==> src/hdl/regbank_consts.svh <==
// constants for the mode and supply register bank and its serial link
`ifndef REGBANK_CONSTS_SVH
`define REGBANK_CONSTS_SVH
// ****************************************************************
// command frame layout
// ****************************************************************
`define FRAME_BITS        16
`define ACCESS_BIT        7
`define ADDR_MSB          6
`define DATA_LSB          8
`define DATA_MSB          15
// ****************************************************************
// register addresses
// ****************************************************************
`define ADDR_MODE_SUPPLY  7'h01
`define ADDR_WAKE_CTRL_B  7'h07
// ****************************************************************
// mode and supply register fields and values
// ****************************************************************
`define MODE_MSB          7
`define MODE_LSB          6
`define RSVD_BIT          5
`define AUX_MSB           4
`define AUX_LSB           3
`define OV_RST_BIT        2
`define THR_MSB           1
`define THR_LSB           0
`define MODE_SUPPLY_RESET 8'h00
`define RESTART_KEEP_MASK 8'h07
`define WAKE_B_RESET      8'h00
// ****************************************************************
// controller register offsets (axi4-lite byte addresses)
// ****************************************************************
`define CTL_CMD           4'h0
`define CTL_DATA          4'h4
`define CTL_STATUS        4'h8
// ****************************************************************
// serial clock divider
// ****************************************************************
`define SCLK_DIV          8'h04
`endif

==> src/hdl/regbank_pkg.sv <==
// types shared by the register bank end of the link and the bench
package regbank_pkg;
  typedef enum logic [1:0]
  {
    MODE_NORMAL = 2'b00,
    MODE_SLEEP  = 2'b01,
    MODE_STOP   = 2'b10,
    MODE_SOFT_RESET = 2'b11
  } op_mode_type;
  typedef enum logic [1:0]
  {
    DEV_RUN     = 2'b00,
    DEV_RESTART = 2'b01,
    DEV_SLEEP   = 2'b10,
    DEV_STOP    = 2'b11
  } dev_state_type;
endpackage : regbank_pkg

==> src/hdl/serial_link_if.sv <==
// serial link between controller and register bank
`timescale 1ns/1ns
`default_nettype none
interface serial_link_if;
  logic chip_select_low;
  logic sclk_en;
  logic mosi;
  logic miso;
  modport controller
  (
    output chip_select_low,
    output sclk_en,
    output mosi,
    input  miso
  );
  modport device
  (
    input  chip_select_low,
    input  sclk_en,
    input  mosi,
    output miso
  );
endinterface : serial_link_if
`default_nettype wire

==> src/hdl/frame_shifter.sv <==
// sixteen-bit shift register used by the register bank end, once for each direction
`timescale 1ns/1ns
`default_nettype none
module frame_shifter #(
  parameter int WIDTH = 16
) (
  input  wire logic             core_clk,
  input  wire logic             rst,
  input  wire logic             load,
  input  wire logic [WIDTH-1:0] load_value,
  input  wire logic             shift,
  input  wire logic             serial_in,
  output logic [WIDTH-1:0]      value_q
);
  // lsb goes out first so command bit 0 leads the frame
  always_ff @(posedge core_clk)
  begin
    if (rst)
      value_q <= '0;
    else if (load)
      value_q <= load_value;
    else if (shift)
      value_q <= {serial_in, value_q[WIDTH-1:1]};
  end
endmodule : frame_shifter
`default_nettype wire

==> src/hdl/regbank_device.sv <==
// register bank end: decodes frames and holds the mode and supply byte
// ****************************************************************
// Contract
// RL1 - frames are sixteen bits, address then data
// RL2 - access bit zero only reads
// RL3 - access bit one writes whole byte
// RL4 - data bits map onto frame bits 8-15
// RL5 - power-on or soft reset loads reset values
// RL6 - restart loads restart value, keeps don't-cares
// RL7 - read-only bits ignore writes
// RL8 - host rewrites control bits itself
// RL9 - mode and supply register at address one
// RL10 - reset zero, restart clears bits 7-3
// RL11 - mode field selects normal sleep stop reset
// RL12 - bit five reads zero
// RL13 - aux supply field selects on modes
// RL14 - overvoltage reset only when enabled
// RL15 - threshold field picks level or disables
// RL16 - sleep without wake source means restart
// RL17 - status clears only with access bit set
// RL18 - new setting visible on next frame
// RL19 - commands ignored in restart or sleep
// RL20 - unmapped addresses read zero, write nothing
// ****************************************************************
`include "regbank_consts.svh"
`timescale 1ns/1ns
`default_nettype none
module regbank_device (
  input  wire logic       core_clk,
  input  wire logic       rst,
  serial_link_if.device   link,
  input  wire logic       restart_done,
  input  wire logic       wake_event,
  input  wire logic       main_overvoltage,
  input  wire logic       main_undervoltage,
  input  wire logic [7:0] status_flags,
  output logic [1:0]      op_mode,
  output logic [1:0]      aux_supply_select,
  output logic            aux_supply_on,
  output logic            main_overvoltage_reset_enable,
  output logic [1:0]      main_reset_threshold,
  output logic            reset_output_pin,
  output logic            soft_reset_pulse,
  output logic [1:0]      dev_state,
  output logic [7:0]      status_q
);
  logic [7:0]  mode_supply_q;
  logic [7:0]  wake_b_q;
  logic [15:0] rx_value;
  logic [15:0] tx_value;
  logic [15:0] reply_q;
  logic [4:0]  bit_cnt_q;
  logic        csl_q;
  logic        frame_end;
  logic        frame_ok;
  logic        is_write;
  logic [6:0]  addr;
  logic [7:0]  wdata;
  logic [7:0]  rdata;
  logic        restart_req;
  regbank_pkg::dev_state_type state_q;
  regbank_pkg::dev_state_type state_d;

  // ****************************************************************
  // read decode
  // ****************************************************************
  function automatic logic [7:0] read_byte(input logic [6:0] a,
                                           input logic [7:0] ms,
                                           input logic [7:0] wb,
                                           input logic [7:0] st);
    logic [7:0] r;
    r = 8'h00;
    if (a == `ADDR_MODE_SUPPLY)                                   // RL9
      r = ms & ~(8'h01 << `RSVD_BIT);                              // RL12
    else if (a == `ADDR_WAKE_CTRL_B)
      r = wb;
    else if (a[6])
      r = st;
    return r;                                                     // RL20
  endfunction : read_byte

  // ****************************************************************
  // frame capture
  // ****************************************************************
  frame_shifter #(
    .WIDTH (`FRAME_BITS)
  ) rx_shift (
    .core_clk   (core_clk),
    .rst        (rst),
    .load       (1'b0),
    .load_value (16'h0000),
    .shift      (link.sclk_en && !link.chip_select_low),
    .serial_in  (link.mosi),
    .value_q    (rx_value)
  );

  always_ff @(posedge core_clk)
  begin
    if (rst)
      csl_q <= 1'b1;
    else
      csl_q <= link.chip_select_low;
  end

  always_ff @(posedge core_clk)
  begin
    if (rst || link.chip_select_low)
      bit_cnt_q <= 5'h00;
    else if (link.sclk_en && bit_cnt_q != 5'h1f)
      bit_cnt_q <= bit_cnt_q + 5'h01;
  end

  assign frame_end = link.chip_select_low && !csl_q;
  // partial frames are discarded whole
  assign frame_ok  = frame_end && (bit_cnt_q == 5'(`FRAME_BITS)); // RL1
  assign addr      = rx_value[`ADDR_MSB:0];
  assign is_write  = rx_value[`ACCESS_BIT];                       // RL2 RL3
  assign wdata     = rx_value[`DATA_MSB:`DATA_LSB];               // RL4
  // after seven strobes the address sits in the top seven bits
  assign rdata     = read_byte(rx_value[`FRAME_BITS-1:`DATA_LSB+1],
                               mode_supply_q, wake_b_q, status_q);

  // ****************************************************************
  // reply: shows contents as they stood at the address boundary, after seven strobes
  // ****************************************************************
  frame_shifter #(
    .WIDTH (`FRAME_BITS)
  ) tx_shift (
    .core_clk   (core_clk),
    .rst        (rst),
    .load       (link.sclk_en && bit_cnt_q == 5'h07),              // RL18
    .load_value (tx_value),
    .shift      (link.sclk_en),
    .serial_in  (1'b0),
    .value_q    (reply_q)
  );
  // reply byte latched at the address boundary so a write in this frame
  // shows only on the next one; its lsb stands on miso for data bit 0
  assign tx_value  = {8'h00, rdata};
  assign link.miso = reply_q[0];

  // ****************************************************************
  // operating state
  // ****************************************************************
  assign restart_req = (main_overvoltage && mode_supply_q[`OV_RST_BIT])
                       || (main_undervoltage &&
                           mode_supply_q[`THR_MSB:`THR_LSB] != 2'b11);

  always_comb
  begin
    state_d = state_q;
    case (state_q)
      regbank_pkg::DEV_RUN,
      regbank_pkg::DEV_STOP:
      begin
        if (restart_req)                                          // RL14 RL15
          state_d = regbank_pkg::DEV_RESTART;
        else if (frame_ok && is_write && addr == `ADDR_MODE_SUPPLY)
        begin
          case (wdata[`MODE_MSB:`MODE_LSB])                       // RL11
            2'b01: state_d = (wake_b_q == 8'h00) ?
                             regbank_pkg::DEV_RESTART :           // RL16
                             regbank_pkg::DEV_SLEEP;
            2'b10: state_d = regbank_pkg::DEV_STOP;
            default: state_d = regbank_pkg::DEV_RUN;
          endcase
        end
      end
      regbank_pkg::DEV_RESTART:
        if (restart_done)
          state_d = regbank_pkg::DEV_RUN;
      regbank_pkg::DEV_SLEEP:
        if (wake_event)
          state_d = regbank_pkg::DEV_RESTART;
      default: state_d = regbank_pkg::DEV_RUN;
    endcase
  end

  always_ff @(posedge core_clk)
  begin
    if (rst)
      state_q <= regbank_pkg::DEV_RUN;
    else
      state_q <= state_d;
  end

  // ****************************************************************
  // registers
  // ****************************************************************
  logic accept;
  logic soft_rst;
  assign accept   = frame_ok && (state_q == regbank_pkg::DEV_RUN ||
                                 state_q == regbank_pkg::DEV_STOP); // RL19
  assign soft_rst = accept && is_write && addr == `ADDR_MODE_SUPPLY &&
                    wdata[`MODE_MSB:`MODE_LSB] == 2'b11;          // RL11

  always_ff @(posedge core_clk)
  begin
    if (rst || soft_rst)                                          // RL5
      mode_supply_q <= `MODE_SUPPLY_RESET;                        // RL10
    else if (state_d == regbank_pkg::DEV_RESTART &&
             state_q != regbank_pkg::DEV_RESTART)
      mode_supply_q <= mode_supply_q & `RESTART_KEEP_MASK;        // RL6 RL10
    else if (accept && is_write && addr == `ADDR_MODE_SUPPLY)     // RL3
      mode_supply_q <= wdata & ~(8'h01 << `RSVD_BIT);             // RL7
  end

  always_ff @(posedge core_clk)
  begin
    if (rst || soft_rst)
      wake_b_q <= `WAKE_B_RESET;
    else if (accept && is_write && addr == `ADDR_WAKE_CTRL_B)
      wake_b_q <= wdata;
  end

  // set wins over clear for every status flag
  always_ff @(posedge core_clk)
  begin
    if (rst)
      status_q <= 8'h00;
    else if (accept && is_write && addr[6])                       // RL17
      status_q <= status_flags;
    else
      status_q <= status_q | status_flags;
  end

  always_ff @(posedge core_clk)
  begin
    if (rst)
      soft_reset_pulse <= 1'b0;
    else
      soft_reset_pulse <= soft_rst;
  end

  always_ff @(posedge core_clk)
  begin
    if (rst)
      reset_output_pin <= 1'b0;
    else
      reset_output_pin <= (state_q == regbank_pkg::DEV_RESTART);
  end

  always_ff @(posedge core_clk)
  begin
    if (rst)
      aux_supply_on <= 1'b0;
    else
      case (mode_supply_q[`AUX_MSB:`AUX_LSB])                     // RL13
        2'b01: aux_supply_on <= state_q == regbank_pkg::DEV_RUN;
        2'b10: aux_supply_on <= state_q == regbank_pkg::DEV_RUN ||
                                state_q == regbank_pkg::DEV_STOP;
        2'b11: aux_supply_on <= state_q != regbank_pkg::DEV_RESTART;
        default: aux_supply_on <= 1'b0;
      endcase
  end

  assign op_mode                       = mode_supply_q[`MODE_MSB:`MODE_LSB];
  assign aux_supply_select             = mode_supply_q[`AUX_MSB:`AUX_LSB];
  assign main_overvoltage_reset_enable = mode_supply_q[`OV_RST_BIT];
  assign main_reset_threshold          = mode_supply_q[`THR_MSB:`THR_LSB];
  assign dev_state                     = state_q;
endmodule : regbank_device
`default_nettype wire

==> src/flat_wrapper.sv <==
// flat-port wrapper written by rule: the top's interface ports become plain ports
module regbank_device_flat 
  (core_clk, rst, restart_done, wake_event, main_overvoltage, main_undervoltage, status_flags, op_mode, aux_supply_select, aux_supply_on, main_overvoltage_reset_enable, main_reset_threshold, reset_output_pin, soft_reset_pulse, dev_state, status_q, link_chip_select_low, link_sclk_en, link_mosi, link_miso);
  serial_link_if link_i ();
  input  wire logic core_clk;
  input  wire logic rst;
  input  wire logic restart_done;
  input  wire logic wake_event;
  input  wire logic main_overvoltage;
  input  wire logic main_undervoltage;
  input  wire logic [7:0] status_flags;
  output logic [1:0] op_mode;
  output logic [1:0] aux_supply_select;
  output logic aux_supply_on;
  output logic main_overvoltage_reset_enable;
  output logic [1:0] main_reset_threshold;
  output logic reset_output_pin;
  output logic soft_reset_pulse;
  output logic [1:0] dev_state;
  output logic [7:0] status_q;
  input wire logic [$bits(link_i.chip_select_low)-1:0] link_chip_select_low;
  input wire logic [$bits(link_i.sclk_en)-1:0] link_sclk_en;
  input wire logic [$bits(link_i.mosi)-1:0] link_mosi;
  output wire logic [$bits(link_i.miso)-1:0] link_miso;
  assign link_i.chip_select_low = link_chip_select_low;
  assign link_i.sclk_en = link_sclk_en;
  assign link_i.mosi = link_mosi;
  assign link_miso = link_i.miso;
  regbank_device u_core (.core_clk(core_clk), .rst(rst), .link(link_i), .restart_done(restart_done), .wake_event(wake_event), .main_overvoltage(main_overvoltage), .main_undervoltage(main_undervoltage), .status_flags(status_flags), .op_mode(op_mode), .aux_supply_select(aux_supply_select), .aux_supply_on(aux_supply_on), .main_overvoltage_reset_enable(main_overvoltage_reset_enable), .main_reset_threshold(main_reset_threshold), .reset_output_pin(reset_output_pin), .soft_reset_pulse(soft_reset_pulse), .dev_state(dev_state), .status_q(status_q));
endmodule
==> config.mk <==
export PLATFORM = sky130hd
export DESIGN_NAME = regbank_device_flat
export DESIGN_NICKNAME = d
export VERILOG_FILES = /design/src/hdl/regbank_pkg.sv /design/src/hdl/serial_link_if.sv /design/src/hdl/frame_shifter.sv /design/src/hdl/regbank_device.sv /design/src/flat_wrapper.sv
export VERILOG_INCLUDE_DIRS = /design/src /design/src/hdl
export SDC_FILE = /design/constraint.sdc
export NUM_CORES = 1
export LEC_CHECK = 0
export BUFFER_PORTS_ARGS = -buffer_cell sky130_fd_sc_hd__clkbuf_2
export CORE_MARGIN = 10
export CORE_UTILIZATION = 51
export CTS_BUF_LIST = sky130_fd_sc_hd__clkbuf_4 sky130_fd_sc_hd__clkbuf_8 sky130_fd_sc_hd__clkbuf_16
export CTS_CLUSTER_SIZE = 12
export DETAILED_ROUTE_END_ITERATION = 8
export PLACE_DENSITY = 0.83
export SLEW_MARGIN = 20
export SYNTH_ARGS = -nofsm -noshare
export SYNTH_HDL_FRONTEND = slang
export SYNTH_SLANG_ARGS = --single-unit
==> constraint.sdc <==
create_clock -name core_clk -period 2.15 [get_ports core_clk]
set_input_delay 0.215 -clock core_clk [delete_from_list [all_inputs] [get_ports core_clk]]
set_output_delay 0.215 -clock core_clk [all_outputs]
set_load 0.03 [all_outputs]
* Yosys cells after proc, flatten, opt, wreduce, memory -nomap -nowiden
Cells that the tools add are included.
** Storage, ports and cells
- Input port bits :: 17
- Register bits after elaboration :: 58
- Memory bits (read-only) :: 0
- Memories :: 0
- Latch bits :: 0
- Logic and storage cells :: 76
- Bits in writable memories :: 0
** Cells by class
- Multiplexer cells :: 14
- $add $sub $neg :: 1
- Reductions and logical operators :: 28
- Divide/modulo/power cells :: 0
- Shifts and indexed selects :: 0
- Order comparisons :: 0
- Multiply operators :: 0
- Bitwise gates (word level) :: 2
- Eq/ne operators :: 19
** Operators with widths (count)
- $mux 8 :: 6
- $logic_and 1x1->1 :: 16
- $eq 7x1->1 const B :: 2
- $eq 7x3->1 const B :: 2
- $eq 2x2->1 const B :: 6
- $mux 2 :: 5
- $eq 2x1->1 const B :: 4
- $logic_not 8->1 :: 1
- $or 8x8->8 :: 1
- $pmux 2 s3 :: 1
- $add 5x1->5 const B :: 1
- $eq 5x3->1 const B :: 1
- $eq 5x5->1 const B :: 1
- $ne 5x5->1 const B :: 1
- $logic_or 1x1->1 :: 4
- $pmux 2 s2 :: 1
- $reduce_or 2->1 :: 2
- $pmux 1 s3 :: 1
- $logic_not 1->1 :: 2
- $logic_not 2->1 :: 1
- $ne 2x1->1 const B :: 1
- $ne 2x2->1 const B :: 1
- $reduce_and 2->1 :: 1
- $reduce_bool 2->1 :: 1
- $not 1->1 :: 1

* Logic depth before layout (Yosys ltp)
- Depth after elaboration :: 12
- Gate-level depth with buffers :: 8

* By module
Synthesis repeated with hierarchy kept, for this count alone.
** Second synthesis, totals
- Cells, all modules :: 337
- Area, all modules :: 3291.9 µm²
** Modules (own cells, without submodules)
- regbank_device :: area an instance 1680.4 µm², instances 1, cells each 195
- frame_shifter :: area an instance 805.8 µm², instances 2, cells each 71

* Worst setup path after synthesis
OpenSTA, ideal clock, no wires.
- Path kind :: reg-to-reg
- Start point :: register u_core.state_q[0] (netlist: u_core.dev_state[0])
- End point :: register u_core.mode_supply_q[0]
- Arrival :: 2430 ps
- Period minus slack after synthesis :: 2502 ps
- Path slack :: -352 ps
- Stages on the path, launching flop included :: 8
- Cells stage by stage :: dfxtp_1 > inv_1 > ha_1 > clkbuf_1 > a221oi_1 > o2111ai_1 > a31oi_2 > mux2i_1
** Between the ends
- Word-level cells in the longest chain between the ends :: 7
- Elaborated cells between the ends (all ways) :: 21
- Those cells by class :: eq/ne: 5; mux: 5; bitwise: 1; reduce/logical: 10
** Ends and longest elaborated chain
- from (decl) :: RTL line regbank_device.sv:61 : regbank_pkg::dev_state_type state_q;
- from (signal assigned) :: RTL line regbank_device.sv:182 : state_q <= regbank_pkg::DEV_RUN;
- from (signal assigned) :: RTL line regbank_device.sv:184 : state_q <= state_d;
- $eq 2x2->1, or another cell as far along :: RTL line regbank_device.sv:152, regbank_device.sv:193
- $reduce_or 2->1, or another cell as far along :: RTL line regbank_device.sv:152 : case (state_q)
- $pmux 2 s3 / $logic_and 1x1->1 (equally long branches) :: RTL line regbank_device.sv:152, regbank_device.sv:192
- $eq 2x1->1 / $logic_and 1x1->1 (equally long branches) :: RTL line regbank_device.sv:201, regbank_device.sv:194, regbank_device.sv:204
- $logic_and 1x1->1 (on tied branches)
- $not 1->1 (no line) / $logic_and 1x1->1 (equally long branches)
- $reduce_and 2->1 (no line) / $logic_or 1x1->1 (equally long branches)
- to (signal assigned) :: RTL line regbank_device.sv:200 : mode_supply_q <= `MODE_SUPPLY_RESET;
- to (signal assigned) :: RTL line regbank_device.sv:203 : mode_supply_q <= mode_supply_q & `RESTART_KEEP_MASK;
- to (signal assigned) :: RTL line regbank_device.sv:205 : mode_supply_q <= wdata & ~(8'h01 << `RSVD_BIT);
- to (decl) :: RTL line regbank_device.sv:47 : logic [7:0] mode_supply_q;
Several ways; a longest one is shown, not always the timed one.
A chain may end at the register's enable or synchronous reset.

* Final worst setup path
- Start point :: register u_core.rx_shift.value_q[3]
- End point :: register u_core.mode_supply_q[4]
** Between the ends
- Word-level cells in the longest chain between the ends :: 8
- Elaborated cells between the ends (all ways) :: 11
- Those cells by class :: eq/ne: 2; mux: 3; reduce/logical: 6
** Ends and longest elaborated chain
- from (decl) :: RTL line frame_shifter.sv:13 : output logic [WIDTH-1:0] value_q
- from (signal assigned) :: RTL line frame_shifter.sv:21 : value_q <= load_value;
- from (signal assigned) :: RTL line frame_shifter.sv:23 : value_q <= {serial_in, value_q[WIDTH-1:1]};
- $eq 7x1->1 (no line) *
- $logic_and 1x1->1 (no line)
- $mux 2 :: RTL line regbank_device.sv:158 : else if (frame_ok && is_write && addr == `ADDR_MODE_SUPPLY)
- $mux 2 :: RTL line regbank_device.sv:156 : if (restart_req)
- $pmux 2 s3 :: RTL line regbank_device.sv:152
- $eq 2x1->1 :: RTL line regbank_device.sv:201 : else if (state_d == regbank_pkg::DEV_RESTART &&
- $logic_and 1x1->1 :: RTL line regbank_device.sv:201
- $reduce_or 2->1 (no line)
Every way passes the cells marked *; elsewhere a longest branch is shown, timed or not.

==> flow_metrics.py <==
metrics = {
    "detailed_routing": {
        "routed_wl_mm": 6.907,
        "antenna_left": 0,
        "viasPerCell": 5.769,
        "vias": 2446,
        "drc_errors": 0,
        "drt-initial-drc-count": 242,
        "dr.pass1.iters": 6,
        "wire_per_inst_um": 16.29,
    },
    "placement": {
        "place.gp.congestion": 0.8404,
        "port_buffers": 37,
        "hpwl_mm": 4.755,
        "pre_cts_ws_ns": -0.1153,
    },
    "critical_path": {
        "worstSetupStartpoint": "u_core.rx_shift.value_q[3]$_SDFFE_PP0P_",
        "cp_slowest_cell": "or4b_4",
        "path_cells": "or4b_4 > or4_4 > a311oi_4 > and3_4 > nor3_2",
        "cp-end-kind": "flip-flop",
        "arrival_ns": 2.48,
        "cp_slowest_stage_delay_ns": 0.55,
        "cp_num_buf_inv": 0,
        "startpoint_type": "flip-flop",
        "rr_startpoint": "u_core.rx_shift.value_q[3]$_SDFFE_PP0P_",
        "worstPathRequired_ns": 2.38,
        "critPathTopFamily": "simple AND/OR/NAND/NOR gates",
        "crit_path_max_fanout": 4,
        "crit_type": "flip-flop to flip-flop",
    },
    "power": {
        "power_density_mw_per_mm2": 751.4,
        "vdd_drop_max_mv": 0.4236,
        "p_leak_nw": 1.312,
        "totalPowerFinal_mw": 2.432,
    },
    "clocking": {
        "cts_buffer_depth": 2,
        "cts_sinks": 58,
        "cts-buffers-inserted": 9,
        "cts_root_buf": "clkbuf_8",
        "cts.htree.levels": 3,
        "clkSlewWorstSetupHoldPaths_ns": 0.07,
        "clk_latency_ns": 0.34,
        "cts_tree": "built",
    },
    "global_route": {
        "grt_pass1_wl_mm": 10.92,
        "antenna_found_initial": 0,
        "grt_pass1_vias": 2204,
        "grt_max_degree": 27,
        "overflow": 0,
        "grt_use_total_pct": 16.20,
    },
    "job": {
        "drv_cap": 0,
    },
    "timing": {
        "skew_ns": 0.008988,
        "worst_slack_ns": -0.09924,
        "whs_ns": 0.07513,
        "finalMaxSlewViolations": 0,
        "tightest_slew_ns": 0.5718,
        "setup_viol": 7,
        "slew_headroom_pct": 61.88,
        "hold_viol_final": 0,
        "min_period_ns": 2.249,
        "rsz0062_at_grt": "true",
        "fin_crit_sh_pct": 104.6,
        "fmax_ghz": 0.4446,
    },
    "synth": {
        "synth_ff_type": "dfxtp_1",
        "synth-seq-cells": 58,
        "synth_top_area_share_pct": 44.68,
        "ys_top_cells_by_area": "dfxtp_1 (45%), nand2_1 (6.8%), a21oi_1 (6.2%)",
        "synth_area_mm2": 0.002599,
        "yosysTopAreaCell": "dfxtp_1",
        "async_reset_ff_share_pct": 0,
        "ys_seq_area_share_pct": 44.68,
        "synth.distinct_cells": 41,
        "syn_nets": 329,
        "synth_most_common_cell": "dfxtp_1",
        "syn_area_per_cell_um2": 8.577,
        "syn_inst": 303,
        "synth_edf_count": 0,
        "synth_warnings": 0,
        "synth_commonest_cells": "dfxtp_1 (58), nand2_1 (47), nor2_1 (35)",
    },
    "die": {
        "dieWidth_um": 91.39,
        "die-area_mm2": 0.008351,
        "num_rows": 25,
        "die_h_um": 91.39,
        "placeableCoreArea_mm2": 0.004817,
        "initial_core_util_pct": 53.95,
        "floorplan.io_pins": 38,
    },
    "layout": {
        "drive_gt1_share_pct": 24.93,
        "fin_util_pct": 67.19,
        "synthToLayoutAreaGrowth_pct": 24.55,
        "nets": 378,
        "antenna_cells": 0,
    },
    "min_path": {
        "min-delay-start": "status_flags[5]",
        "min_path_type": "primary input to flip-flop",
    },
    "status": {
        "status": "finished, violations left",
        "violations": "setup timing",
    },
}
## flip-flops by register name, summed over array words and instances (netlist names), 2 cells and up
| signal | flops |
|---|---|
| u_core.wake_b_q | 8 |
| u_core.bit_cnt_q | 5 |
| u_core.tx_shift.value_q | 8 |
| u_core.status_q | 8 |
| u_core.rx_shift.value_q | 16 |
| u_core.dev_state | 2 |
| u_core.mode_supply_q | 7 |
## final timing paths
kind | endpoint | slack, ns | cells past startpoint
hold / removal | u_core.status_q[5]$_SDFF_PP0_ | 0.08 | 3
hold reg to reg | u_core.rx_shift.value_q[3]$_SDFFE_PP0P_ | 0.46 | 2
setup reg to reg | u_core.mode_supply_q[4]$_SDFFE_PP0P_ | -0.1 | 5
setup / recovery | u_core.mode_supply_q[4]$_SDFFE_PP0P_ | -0.1 | 5
## layout by cell type, fill, tap and decap left out, drive strengths merged, types with 3 or more instances in the layout
master	netlist	routed
nand2	47	47
dfxtp	58	58
nor3	8	8
mux2i	15	15
nand2b	14	14
and3	4	4
a211o	5	5
a31oi	4	4
a222oi	6	6
nor4	4	4
ha	9	9
a21oi	32	32
o21ai	6	6
nor2b	3	3
clkbuf	17	46
clkinv	0	3
buf	0	18
inv	8	8
nor2	35	35
## power breakdown
group / leakage (nW) / internal, mW / switching, mW
Combinational: 0.735 / 0.0868 / 0.135
Sequential: 0.473 / 1.10 / 0.0194
Clock: 0.105 / 0.649 / 0.446
## what timing repair did
item | in CTS | in global routing
cloned | 0 | 0
hold buffers | 0 | 0
endpoints found under the setup margin | 7 | 8
buffers inserted | 0 | 1
gates resized for setup | 4 | 6
endpoints found under the hold margin | 0 | 0
pin swaps | 5 | 3
## metrics by stage
| stage | instances | cell area [µm²] | TNS [ns] |
|---|---|---|---|
| 2_1_floorplan | 303 | 2613 | -0.03827 |
| 4_1_cts | 424 | 3216 | -0.5265 |
| 3_3_place_gp | 408 | 2965 | -0.03685 |
| 5_1_grt | 424 | 3237 | -0.9697 |
| 6_report | 424 | 3237 | -0.5896 |
| 3_5_place_dp | 408 | 2965 | -0.6001 |
## cell families (layout without fill, tap and decap cells)
group | count (synthesis) | in the layout | share of synthesized area, %
AO/OA/AOI/OAI | 63 | 63 | 16.61
XOR/XNOR | 3 | 3 | 1.011
adder cells (fa/ha/maj) | 9 | 9 | 4.333
buffers and inverters | 25 | 79 | 3.611
flip-flops | 58 | 58 | 44.68
multiplexers | 15 | 15 | 5.777
AND/OR/NAND/NOR | 130 | 130 | 23.98
## final cells by class
cell class,count,area (µm²)
sequential,58,1165
clock buffer,9,123.9
clock inverter,7,93.84
inverter,8,30.03
tap,67,83.83
multi-input combinational,220,1408
timing repair buffer,55,332.8
fill,402,1580
## worst reg2reg max path, stage by stage (launching register included)
cell and delay (ns):
dfxtp_2 0.32, or4b_4 0.55, or4_4 0.55, a311oi_4 0.38, and3_4 0.29, nor3_2 0.06
## routing by layer
layer  up-vias  GRT usage (%)  routed length, µm
li1       1160              -                  -
met1      1145          18.92               2772
met2       116          25.41               3312
met3        25          5.926                583
met4         0          8.355                238
met5         -              0                  0
Power figures use the tool's default switching activity.
